## config.mk

```make
export PLATFORM = sky130hd
export DESIGN_NAME = atg_board_glue
export DESIGN_NICKNAME = d
export VERILOG_FILES = /design/src/atg_pkg.sv /design/src/atg_board_glue.sv
export SDC_FILE = /design/constraint.sdc
export NUM_CORES = 1
export LEC_CHECK = 0
export ABC_AREA = 0
export BUFFER_PORTS_ARGS = -buffer_cell sky130_fd_sc_hd__buf_2
export CAP_MARGIN = 20
export CORE_AREA = 2 2 101 103
export DETAILED_ROUTE_END_ITERATION = 16
export DIE_AREA = 0 0 103 105
export PLACE_DENSITY = 0.82
export SYNTH_ARGS = -nofsm -noshare
export SYNTH_HDL_FRONTEND = slang
export SYNTH_SLANG_ARGS = --single-unit
```

## constraint.sdc

```tcl
create_clock -name i_clk_sys -period 2.9 [get_ports i_clk_sys]
set_clock_uncertainty 0.1 [all_clocks]
set_input_delay 0.29 -clock i_clk_sys [delete_from_list [all_inputs] [get_ports i_clk_sys]]
set_output_delay 0.29 -clock i_clk_sys [all_outputs]
set_load 0.01 [all_outputs]
```

## src/atg_pkg.sv

```systemverilog
// Purpose: shared constants for the system-board glue
// Assumes: 24-bit memory address, 10-bit i/o address
// Notes:   page registers addressed by the full 10-bit i/o port
package atg_pkg;
	// i/o space split
	localparam logic [9:0]  IO_BOARD_LAST   = 10'h0FF;
	localparam logic [9:0]  IO_CHAN_FIRST   = 10'h100;
	localparam logic [9:0]  IO_CHAN_LAST    = 10'h3FF;
	localparam logic [9:0]  IO_TIMER_BASE   = 10'h040;
	localparam logic [9:0]  IO_TIMER_MASK   = 10'h3FC;
	localparam logic [9:0]  IO_SYS_CTRL     = 10'h061;
	localparam logic [9:0]  IO_FPU_CLR_BUSY = 10'h0F0;
	// dma page register ports
	localparam logic [9:0]  PG_CH0          = 10'h087;
	localparam logic [9:0]  PG_CH1          = 10'h083;
	localparam logic [9:0]  PG_CH2          = 10'h081;
	localparam logic [9:0]  PG_CH3          = 10'h082;
	localparam logic [9:0]  PG_CH5          = 10'h08B;
	localparam logic [9:0]  PG_CH6          = 10'h089;
	localparam logic [9:0]  PG_CH7          = 10'h08A;
	localparam logic [9:0]  PG_REFRESH      = 10'h08F;
	localparam logic [7:0]  PAGE_RESET      = 8'h00;
	// page slot indices (slot 4 is refresh since channel 4 is cascade)
	localparam int          PG_SLOTS        = 8;
	localparam logic [2:0]  SLOT_REFRESH    = 3'h4;
	localparam logic [2:0]  DMA_CASCADE_CH  = 3'h4;
	// memory regions
	localparam logic [23:0] MEM_ADROM_LO    = 24'h0C0000;
	localparam logic [23:0] MEM_ADROM_HI    = 24'h0DFFFF;
	localparam logic [23:0] MEM_SYSROM_LO   = 24'h0E0000;
	localparam logic [23:0] MEM_SYSROM_HI   = 24'h0EFFFF;
	// system control port fields
	localparam int          SC_GATE2_BIT    = 0;
	localparam logic [7:0]  SC_RESET        = 8'h00;
	// access width
	typedef enum logic [1:0] {
		ATG_CYC_IDLE = 2'b00,
		ATG_CYC_8    = 2'b01,
		ATG_CYC_16   = 2'b10
	} atg_cyc_t;
endpackage

```

## src/atg_board_glue.sv

```systemverilog
// Purpose: address decode, timer/interrupt/dma wiring and page registers
// Assumes: i/o strobes are single-cycle, synchronous to i_clk_sys
// Notes:   timer, interrupt and dma controllers sit outside; this is glue
module atg_board_glue (
	// clock and reset
	input  wire logic        i_clk_sys,
	input  wire logic        i_rst,
	// processor i/o port
	input  wire logic [9:0]  i_io_addr,
	input  wire logic        i_io_wr,
	input  wire logic        i_io_rd,
	input  wire logic [7:0]  i_io_wdata,
	output logic [7:0]       o_io_rdata,
	output logic             o_io_rvalid,
	// processor memory port
	input  wire logic [23:0] i_mem_addr,
	input  wire logic        i_mem_req,
	input  wire logic        i_shadow_adrom,
	input  wire logic        i_shadow_sysrom,
	// decode results
	output logic             o_io_board_sel,
	output logic             o_io_chan_fwd,
	output logic             o_timer_sel,
	output logic [1:0]       o_timer_port,
	output logic             o_mem_shadow_sel,
	output logic             o_mem_chan_fwd,
	output logic [23:0]      o_chan_addr,
	// expansion channel sizing
	input  wire logic        i_card_cs16_n,
	output logic             o_cycle_16,
	output logic             o_cycle_8,
	// timer wiring
	input  wire logic        i_timer_out0,
	input  wire logic        i_timer_out1,
	input  wire logic        i_timer_out2,
	output logic             o_timer_gate0,
	output logic             o_timer_gate1,
	output logic             o_timer_gate2,
	output logic             o_refresh_req,
	output logic             o_speaker,
	// interrupts
	input  wire logic        i_sec_int,
	input  wire logic [7:0]  i_irq_pri,
	output logic [7:0]       o_pri_irq,
	output logic [2:0]       o_irq_top,
	output logic             o_irq_any,
	input  wire logic        i_parity_err,
	input  wire logic        i_chan_check_n,
	output logic             o_nmi,
	// coprocessor busy
	input  wire logic        i_fpu_busy_set,
	output logic             o_fpu_busy,
	// dma
	input  wire logic [2:0]  i_dma_ch,
	input  wire logic        i_dma_active,
	input  wire logic        i_refresh_cycle,
	output logic [7:0]       o_dma_page,
	output logic             o_dma_word,
	output logic             o_dma_ch_valid
);

	logic [7:0] page_reg [atg_pkg::PG_SLOTS];
	logic [7:0] sys_ctrl_reg;
	logic       fpu_busy_reg;
	logic       refresh_prev_reg;
	logic [7:0] io_rdata_reg;
	logic       io_rvalid_reg;
	logic [2:0] page_slot;
	logic       page_hit;
	logic       in_adrom;
	logic       in_sysrom;
	logic [9:0] pg_addr [atg_pkg::PG_SLOTS];

	// block overview
	// the glue sits between the processor bus and the board peripherals
	// it owns a few registers: eight page bytes, the control byte
	// at port 061, the coprocessor busy latch, the refresh edge flop
	// and the readback byte and valid; everything else is combinational wiring and decode
	//
	// i/o decode
	// the low quarter of the 10-bit i/o space belongs to the board
	// anything above it goes out on the expansion channel
	// the two selects are mutually exclusive by construction
	// a strobe is needed for either select to rise
	//
	// timer
	// the timer itself lives outside; this block picks its ports, drives its gates
	// and takes its outputs to irq 0, refresh and speaker; counters 0 and 1 run free
	// counter 2 is started and stopped by software through port 061
	//
	// page registers
	// slot index follows the dma channel number, except slot 4
	// channel 4 is the cascade link and has no page of its own,
	// so its slot is reused for the refresh page
	// a write to a page port lands on the next edge
	// a read returns the byte one cycle later with a valid pulse
	//
	// hazards
	// the coprocessor busy latch can see a set and a clear together;
	// the set wins so a fresh busy is never lost
	// the refresh edge detector resets low, so a timer output that is
	// already high at reset release gives one request straight away
	//
	// interrupts
	// only the primary request lines and a lowest-index priority pick
	// are formed here; the controllers themselves sit outside
	// the secondary controller rides in through line 2
	//
	// memory decode
	// the two rom windows can each be shadowed in board ram
	// adapter rom that is not shadowed is forwarded to the channel
	// system rom that is not shadowed stays on the board

	// page port table, indexed by slot
	assign pg_addr[0] = atg_pkg::PG_CH0;
	assign pg_addr[1] = atg_pkg::PG_CH1;
	assign pg_addr[2] = atg_pkg::PG_CH2;
	assign pg_addr[3] = atg_pkg::PG_CH3;
	assign pg_addr[4] = atg_pkg::PG_REFRESH;
	assign pg_addr[5] = atg_pkg::PG_CH5;
	assign pg_addr[6] = atg_pkg::PG_CH6;
	assign pg_addr[7] = atg_pkg::PG_CH7;

	// i/o space split
	assign o_io_board_sel = (i_io_rd | i_io_wr) && (i_io_addr <= atg_pkg::IO_BOARD_LAST);
	assign o_io_chan_fwd  = (i_io_rd | i_io_wr) && (i_io_addr >= atg_pkg::IO_CHAN_FIRST)
		&& (i_io_addr <= atg_pkg::IO_CHAN_LAST);
	// timer: four ports, low two bits pick counter 0-2 or control
	assign o_timer_sel  = o_io_board_sel && ((i_io_addr & atg_pkg::IO_TIMER_MASK) == atg_pkg::IO_TIMER_BASE);
	assign o_timer_port = i_io_addr[1:0];

	// page register address match
	always_comb begin
		page_hit  = 1'b0;
		page_slot = 3'h0;
		for (int k = 0; k < atg_pkg::PG_SLOTS; k++) begin
			if (i_io_addr == pg_addr[k]) begin
				page_hit  = 1'b1;
				page_slot = 3'(k);
			end
		end
	end

	// page register storage, one per slot
	genvar g;
	generate
		for (g = 0; g < atg_pkg::PG_SLOTS; g++) begin : g_page
			always_ff @(posedge i_clk_sys) begin
				if (i_rst) begin
					page_reg[g] <= atg_pkg::PAGE_RESET;
				end else if (i_io_wr && page_hit && page_slot == 3'(g)) begin
					page_reg[g] <= i_io_wdata;
				end
			end
		end
	endgenerate

	// system control port
	always_ff @(posedge i_clk_sys) begin
		if (i_rst) begin
			sys_ctrl_reg <= atg_pkg::SC_RESET;
		end else if (i_io_wr && i_io_addr == atg_pkg::IO_SYS_CTRL) begin
			sys_ctrl_reg <= i_io_wdata;
		end
	end

	// coprocessor busy latch; a new busy wins over the clear
	always_ff @(posedge i_clk_sys) begin
		if (i_rst) begin
			fpu_busy_reg <= 1'b0;
		end else if (i_fpu_busy_set) begin
			fpu_busy_reg <= 1'b1;
		end else if (i_io_wr && i_io_addr == atg_pkg::IO_FPU_CLR_BUSY) begin
			fpu_busy_reg <= 1'b0;
		end
	end
	assign o_fpu_busy = fpu_busy_reg;

	// readback of page and control registers, one cycle after the read
	always_ff @(posedge i_clk_sys) begin
		if (i_rst) begin
			io_rdata_reg  <= 8'h00;
			io_rvalid_reg <= 1'b0;
		end else begin
			io_rvalid_reg <= i_io_rd && (page_hit || i_io_addr == atg_pkg::IO_SYS_CTRL);
			if (i_io_rd && page_hit) begin
				io_rdata_reg <= page_reg[page_slot];
			end else if (i_io_rd && i_io_addr == atg_pkg::IO_SYS_CTRL) begin
				io_rdata_reg <= sys_ctrl_reg;
			end else if (i_io_rd) begin
				io_rdata_reg <= 8'h00;
			end
		end
	end
	assign o_io_rdata  = io_rdata_reg;
	assign o_io_rvalid = io_rvalid_reg;

	// timer gates and outputs
	assign o_timer_gate0 = 1'b1;
	assign o_timer_gate1 = 1'b1;
	assign o_timer_gate2 = sys_ctrl_reg[atg_pkg::SC_GATE2_BIT];
	assign o_speaker     = i_timer_out2;

	// refresh request on each rising edge of channel 1 output
	always_ff @(posedge i_clk_sys) begin
		if (i_rst) begin
			refresh_prev_reg <= 1'b0;
		end else begin
			refresh_prev_reg <= i_timer_out1;
		end
	end
	assign o_refresh_req = i_timer_out1 & ~refresh_prev_reg;

	// primary controller inputs: timer on 0, cascade on 2
	always_comb begin
		o_pri_irq    = i_irq_pri;
		o_pri_irq[0] = i_timer_out0;
		o_pri_irq[2] = i_sec_int;
	end

	// fixed priority: lowest index first, irq2 carries secondary levels
	always_comb begin
		o_irq_top = 3'h0;
		o_irq_any = 1'b0;
		for (int k = 7; k >= 0; k--) begin
			if (o_pri_irq[k]) begin
				o_irq_top = 3'(k);
				o_irq_any = 1'b1;
			end
		end
	end

	// nmi ranks above all maskable sources
	assign o_nmi = i_parity_err | ~i_chan_check_n;

	// memory region decode
	assign in_adrom  = (i_mem_addr >= atg_pkg::MEM_ADROM_LO) && (i_mem_addr <= atg_pkg::MEM_ADROM_HI);
	assign in_sysrom = (i_mem_addr >= atg_pkg::MEM_SYSROM_LO) && (i_mem_addr <= atg_pkg::MEM_SYSROM_HI);
	assign o_mem_shadow_sel = i_mem_req && ((in_adrom && i_shadow_adrom)
		|| (in_sysrom && i_shadow_sysrom));
	assign o_mem_chan_fwd   = i_mem_req && in_adrom && !i_shadow_adrom;
	assign o_chan_addr      = i_mem_addr;

	// cycle sizing from card width
	assign o_cycle_16 = (o_io_chan_fwd || o_mem_chan_fwd) && !i_card_cs16_n;
	assign o_cycle_8  = (o_io_chan_fwd || o_mem_chan_fwd) && i_card_cs16_n;

	// dma channel page and width
	always_comb begin
		o_dma_ch_valid = i_dma_active && (i_dma_ch != atg_pkg::DMA_CASCADE_CH);
		o_dma_word     = o_dma_ch_valid && i_dma_ch[2];
		if (i_refresh_cycle) begin
			o_dma_page = page_reg[atg_pkg::SLOT_REFRESH];
		end else if (o_dma_ch_valid) begin
			o_dma_page = page_reg[i_dma_ch];
		end else begin
			o_dma_page = atg_pkg::PAGE_RESET;
		end
	end

	// dma notes
	// the page byte supplies the address bits above the controller's own
	// word channels 5-7 shift their address by one on the board side;
	// that shift is done outside, the page byte is passed as stored
	// a refresh cycle always takes the refresh page, whatever channel
	// number happens to sit on the channel lines at that time
	// an idle or cascade channel shows a zero page so that stale
	// high bits never reach the address bus
	//
	// sizing notes
	// the card's width signal is only looked at during a forward;
	// board cycles are never sized here
	// the width signal is active low, an absent card reads as 8-bit
	//
	// limits
	// no wait states are inserted by this block
	// the i/o strobes are taken as one cycle long; a longer strobe
	// writes the same byte again, which is harmless for these registers
	// reads of ports that hold no register give no valid pulse
	// and return a zero byte

endmodule

```

==> out/metrics.cfg, run 1 <==
[route]
wl_met1_mm = 5.38
wl_per_cell_um = 20.0
viasPerCell = 6.13
wl_met3_mm = 1.26
drtAntennaViolNets = 0
wl_met2_mm = 6.40
wl_mm = 13.6
drtIter0Drc = 520
drc_errors = 0
highest-signal-layer = met4
via_count = 4169
firstDrtPassIters = 5

[synthesis]
synth.area.top_cells = edfxtp_1 38%, dfxtp_1 7.6%, and2_1 7.1%
synth_commonest_cells = 64 x edfxtp_1, 57 x and2_1, 39 x buf_4, 29 x nand2_1
synth-main-ff-cell = edfxtp_1
synth_edf_count = 64
postSynthCellCount = 481
yosysUniqueCellTypes = 52
ys_ff_latch = 83
synth.largest_area_cell = edfxtp_1
synth_most_common_cell = edfxtp_1
async_reset_ff_share_pct = 0
ys.warnings.count = 0
yosysSeqAreaShare_pct = 45.7
netlist_area_um2 = 5030
yosysTopAreaCellShare_pct = 38.2
syn_avg_cell_area_um2 = 10.5

[power_and_ir_drop]
p_per_area_nw_per_um2 = 459
comb_power_share_pct = 14.8
p_int_w = 0.00192
p_seq_share_pct = 52.7
ir_drop_mv = 0.248
netSwitchingFraction_pct = 25.5
p_leak_nw = 2.22
netSwitchingPower_w = 0.000658
clkPwrFrac_pct = 32.5

[sta]
hold_violations = 0
hold_ws_ns = 0.0558
relSlewSlack_pct = 46.1
worst_pin_slew_ns = 0.807
period_needed_ns = 2.25
period_share_pct = 77.7
timing.fmax_mhz = 444
drv_slew = 0
rsz0062_at_grt = no
setup_violations = 0
tns_ns = 0

[hold_path]
min_path_type = input pin to register
whs_path_depth = 3

[final_layout]
syn_to_final_growth_pct = 11.5
largest_reg_flops = 64
final_core_util_pct = 58.2
diodes = 0
fin_area_um2 = 5610
fin_nets = 612
post_route_cells_drive_above_1_share_pct = 32.5
fin_cells = 680
fillCellCount = 829

[floorplanning]
rows = 36
die_x_um = 103
die_h_um = 105
start_util_pct = 52.2
coreArea_um2 = 9640
ios = 141
die_area_um2 = 10800

[run]
cap_violations = 0

[critical_path]
cp-start-kind = input pin
r2r_cells = 5
crit_fanout = 18
crit_arrival_ns = 1.86
path_class = input pin to primary output
critPathCaptureType = primary output
crit_required_ns = 2.51

[status]
outcome = finished clean

[clocking]
hold_buffers = 0
clkLatencyLatePin_ns = 0.36
cts_resized = 0
cts.sink_count = 83
cts_tree = done
root_buffer = clkbuf_8
cts_buffers = 9
post_cts_buffers = 0
h-tree-depth = 3
clock_path_buffers = 2
path_clk_slew_ns = 0.08

[grt]
antenna_found_initial = 0
grt.overflow.total = 0
grt_pass1_wl_mm = 20.8
grt_use_total_pct = 25.8
grt_max_degree = 30
grt_pass1_vias = 3988

[placement]
placed_area_um2 = 5410
dp_cells = 664
io_buffers = 102
globalplace.congestion = 0.916
dp_hpwl_mm = 9.82

## power groups by stage
stage          Sequential (W)  Combinational, W  Clock (W)
2_1_floorplan         0.00137          0.000262          0
3_3_place_gp          0.00138          0.000365          0
3_5_place_dp          0.00138          0.000375          0
4_1_cts               0.00136          0.000377   0.000839
5_1_grt               0.00136          0.000413   0.000883
6_report              0.00136          0.000381   0.000838
## path summary, 6_finish.rpt
path	end	start	slack (ns)
worst min register to register	sys_ctrl_reg[6]	sys_ctrl_reg[6]	0.36
worst min-delay path	o_fpu_busy	i_fpu_busy_set	0.06
worst max register to register	o_io_rdata[6]	page_reg[5][6]	1.20
worst max-delay path	o_dma_page[4]	i_dma_ch[0]	0.65
## worst max-delay path, cell delays in order
cell and delay (ns):
buf_2 0.25, nor2b_1 0.56, a22oi_1 0.21, nand2_1 0.10
o21ai_0 0.07, o21ai_0 0.21, buf_2 0.17
## cells in the final DEF, fill, tap and decap left out, types with 3 or more instances in the layout
cell	count
edfxtp_1	64
dfxtp_1	19
nand3_1	15
a22o_1	15
mux2_2	24
o221a_1	5
clkbuf_8	12
nand2_1	29
nor2_1	24
inv_1	3
nor3_1	12
o21bai_1	5
buf_4	13
a41o_1	4
mux4_2	8
and3_1	9
a21boi_0	6
a21oi_1	14
buf_2	102
nand2b_1	7
a31oi_1	4
a22oi_1	21
nor3_2	7
and2_1	57
o21ai_0	18
nor2b_1	11
## stage by stage
step	total power (W)	setup WS (ns)
floorplan	0.00163	0.599
global placement	0.00174	0.409
detailed placement	0.00176	0.362
CTS	0.00257	0.668
global route	0.00266	0.436
finish	0.00258	0.646
## area by class of cell
cell class	count	area [um2]	share of cell area [%]
Sequential cell	83	2300	41.0
Timing Repair Buffer	115	608	10.8
Multi-Input combinational cell	329	2310	41.3
Clock buffer	15	198	3.52
Inverter	4	15.0	0.268
Tap cell	133	166	2.97
Clock inverter	1	5.00	0.0892
## cells by family (layout without fill, tap and decap cells)
logic type               Yosys count  count (layout)  synth area share, %
AND/OR/NAND/NOR                  195             195                 22.6
other                              1               2               0.0745
flip-flops                        83              83                 45.7
AO/OA/AOI/OAI                     99              99                 14.1
adder cells (fa/ha/maj)            1               1                0.199
buffers and inverters             70             135                 8.33
multiplexers                      32              32                 8.95
## layer usage
layer	vias to the layer above	GRT usage [%]
met2	267	40.7
met3	47	4.48
met5	-	0
li1	1861	-
met1	1994	34.3
met4	0	11.7
Note: power is estimated with default switching activity, not from simulation.
==> run 2, diff against run 1 <==
--- a/config.mk
+++ b/config.mk
@@ -8,10 +8,10 @@
 export ABC_AREA = 0
 export BUFFER_PORTS_ARGS = -buffer_cell sky130_fd_sc_hd__buf_2
 export CAP_MARGIN = 20
-export CORE_AREA = 2 2 101 103
+export CORE_AREA = 2 2 106 108
 export DETAILED_ROUTE_END_ITERATION = 16
-export DIE_AREA = 0 0 103 105
-export PLACE_DENSITY = 0.82
+export DIE_AREA = 0 0 108 110
+export PLACE_DENSITY = 0.79
 export SYNTH_ARGS = -nofsm -noshare
 export SYNTH_HDL_FRONTEND = slang
 export SYNTH_SLANG_ARGS = --single-unit
==> constraint.sdc (replaced) <==
create_clock -name i_clk_sys -period 2 [get_ports i_clk_sys]
set_clock_uncertainty 0.1 [all_clocks]
set_input_delay 0.2 -clock i_clk_sys [delete_from_list [all_inputs] [get_ports i_clk_sys]]
set_output_delay 0.2 -clock i_clk_sys [all_outputs]
set_load 0.01 [all_outputs]
==> out/metrics.cfg, run 2 (synthesis results as in run 1) <==
[clocking]
cts_buffers = 9
clkLatencyLatePin_ns = 0.36
cts_tree = done
clock_path_buffers = 2
h-tree-depth = 3
path_clk_slew_ns = 0.09
cts.sink_count = 83
root_buffer = clkbuf_8

[power_and_ir_drop]
netSwitchingPower_w = 0.00103
p_leak_nw = 2.41
p_per_area_nw_per_um2 = 640
netSwitchingFraction_pct = 27.0
p_int_w = 0.00279
comb_power_share_pct = 16.0
clkPwrFrac_pct = 32.2
p_total_w = 0.00382
ir_drop_mv = 0.431
p_seq_share_pct = 51.8

[hold_path]
min_path_type = input pin to register

[floorplanning]
ios = 141
start_util_pct = 47.0
die_area_um2 = 11900
rows = 38
die_h_um = 110
die_x_um = 108
coreArea_um2 = 10700

[grt]
grt_use_total_pct = 23.5
grt.overflow.total = 0
grt_max_degree = 30
grt_pass1_vias = 3998
grt_pass1_wl_mm = 20.7
antenna_found_initial = 0

[final_layout]
final_common_cell = buf_2
largest_reg_flops = 64
fin_area_um2 = 5970
diodes = 0
syn_to_final_growth_pct = 18.5
post_route_cells_drive_above_1_share_pct = 38.1
fin_cells = 723
final_core_util_pct = 55.8
fin_nets = 648
final_cell_mix = 102 x buf_2, 64 x edfxtp_1, 57 x and2_1

[placement]
dp_hpwl_mm = 10.6
place_ws_ns = -0.181
placed_area_um2 = 5700
dp_cells = 701
io_buffers = 102
globalplace.congestion = 1.00

[sta]
drv_slew = 0
timing.fmax_mhz = 497
setup_slack_ns = -0.0135
hold_violations = 0
relSlewSlack_pct = 63.7
setup_violations = 2
rsz0062_at_grt = yes
period_needed_ns = 2.01
worst_pin_slew_ns = 0.544
period_share_pct = 101

[critical_path]
crit_required_ns = 1.70
critPathCaptureType = primary output
cp-start-kind = register
crit_arrival_ns = 1.71
path_class = register to primary output
crit_slowest_cell = mux4_2
critical_path.max_stage_delay_ns = 0.54
rrSetupSlack_ns = 0.24
cp_num_buf_inv = 1
worstPathCellList = mux4_2, o21ai_2, o21ai_1, buf_2
path_delay_family = multiplexers
crit_fanout = 2

[route]
drtIter0Drc = 339
via_count = 4266
wl_mm = 13.9
drc_errors = 0
wl_per_cell_um = 19.2
firstDrtPassIters = 5
viasPerCell = 5.90
drtAntennaViolNets = 0

[run]
cap_violations = 0

[status]
violations = negative setup slack
outcome = complete, but fails checks

-- run 2: cell types whose count changed in the layout (fill, tap and decap cells not counted), moves of 3 or more --
| cell | previous run | this run |
|---|---|---|
| o21ai_1 | 0 | 5 |
| o21ai_2 | 0 | 5 |
| o21bai_1 | 5 | 1 |
| clkbuf_8 | 12 | 9 |
| buf_4 | 13 | 45 |
| o21ai_0 | 18 | 8 |
-- run 2: metrics by stage --
stage          hold WS, ns  TNS (ns)
5_1_grt             0.0938    -0.447
3_5_place_dp         0.300     -6.75
2_1_floorplan        0.217    -0.728
3_3_place_gp         0.300     -4.80
6_report            0.0888   -0.0178
4_1_cts             0.0758    -0.101
-- run 2: final timing paths --
path | start | to | cells past startpoint
max | page_reg[0][6] | o_dma_page[6] | 4
min | i_io_wdata[1] | sys_ctrl_reg[1] | 3
max reg2reg | page_reg[7][6] | o_io_rdata[6] | 5
min reg2reg | sys_ctrl_reg[4] | sys_ctrl_reg[4] | 2
-- run 2: worst reg2reg max path: cells and delay by family (launching register included) --
kind	cells	cell delay (ns)
AO/OA/AOI/OAI	3	0.83
flip-flops	1	0.41
multiplexers	1	0.28
AND/OR/NAND/NOR	1	0.05
-- run 2: layer usage --
layer / up-vias / share of wire [%] / track usage, %
met5: - / 0 / 0
met4: 0 / 3.4 / 10.3
met3: 42 / 8.6 / 4.76
met2: 230 / 48 / 39.3
met1: 2059 / 40 / 29.7
li1: 1935 / - / -
-- run 2: timing repair --
action,4_1_cts,5_1_grt
setup endpoints to repair,6,8
pin swaps,1,2
cloned,0,0
gates resized for setup,6,9
setup buffers,2,2
endpoints found under the hold margin,2,0
hold buffers,2,0
-- run 2: cell type report --
class / count / area, um2
fill: 916 / 4730
multi-input combinational: 329 / 2360
sequential: 83 / 2300
timing repair buffer: 151 / 908
tap: 140 / 175
clock buffer: 10 / 128
clock inverter: 6 / 73.8
inverter: 4 / 15.0
-- run 2: power by group through the flow --
stage,Combinational (W),Clock (W),Sequential (W)
after floorplan,0.000384,0,0.00199
after global placement,0.000567,0,0.00201
after detailed placement,0.000582,0,0.00201
after CTS,0.000593,0.00125,0.00197
after global routing,0.000655,0.00132,0.00198
final,0.000610,0.00123,0.00198
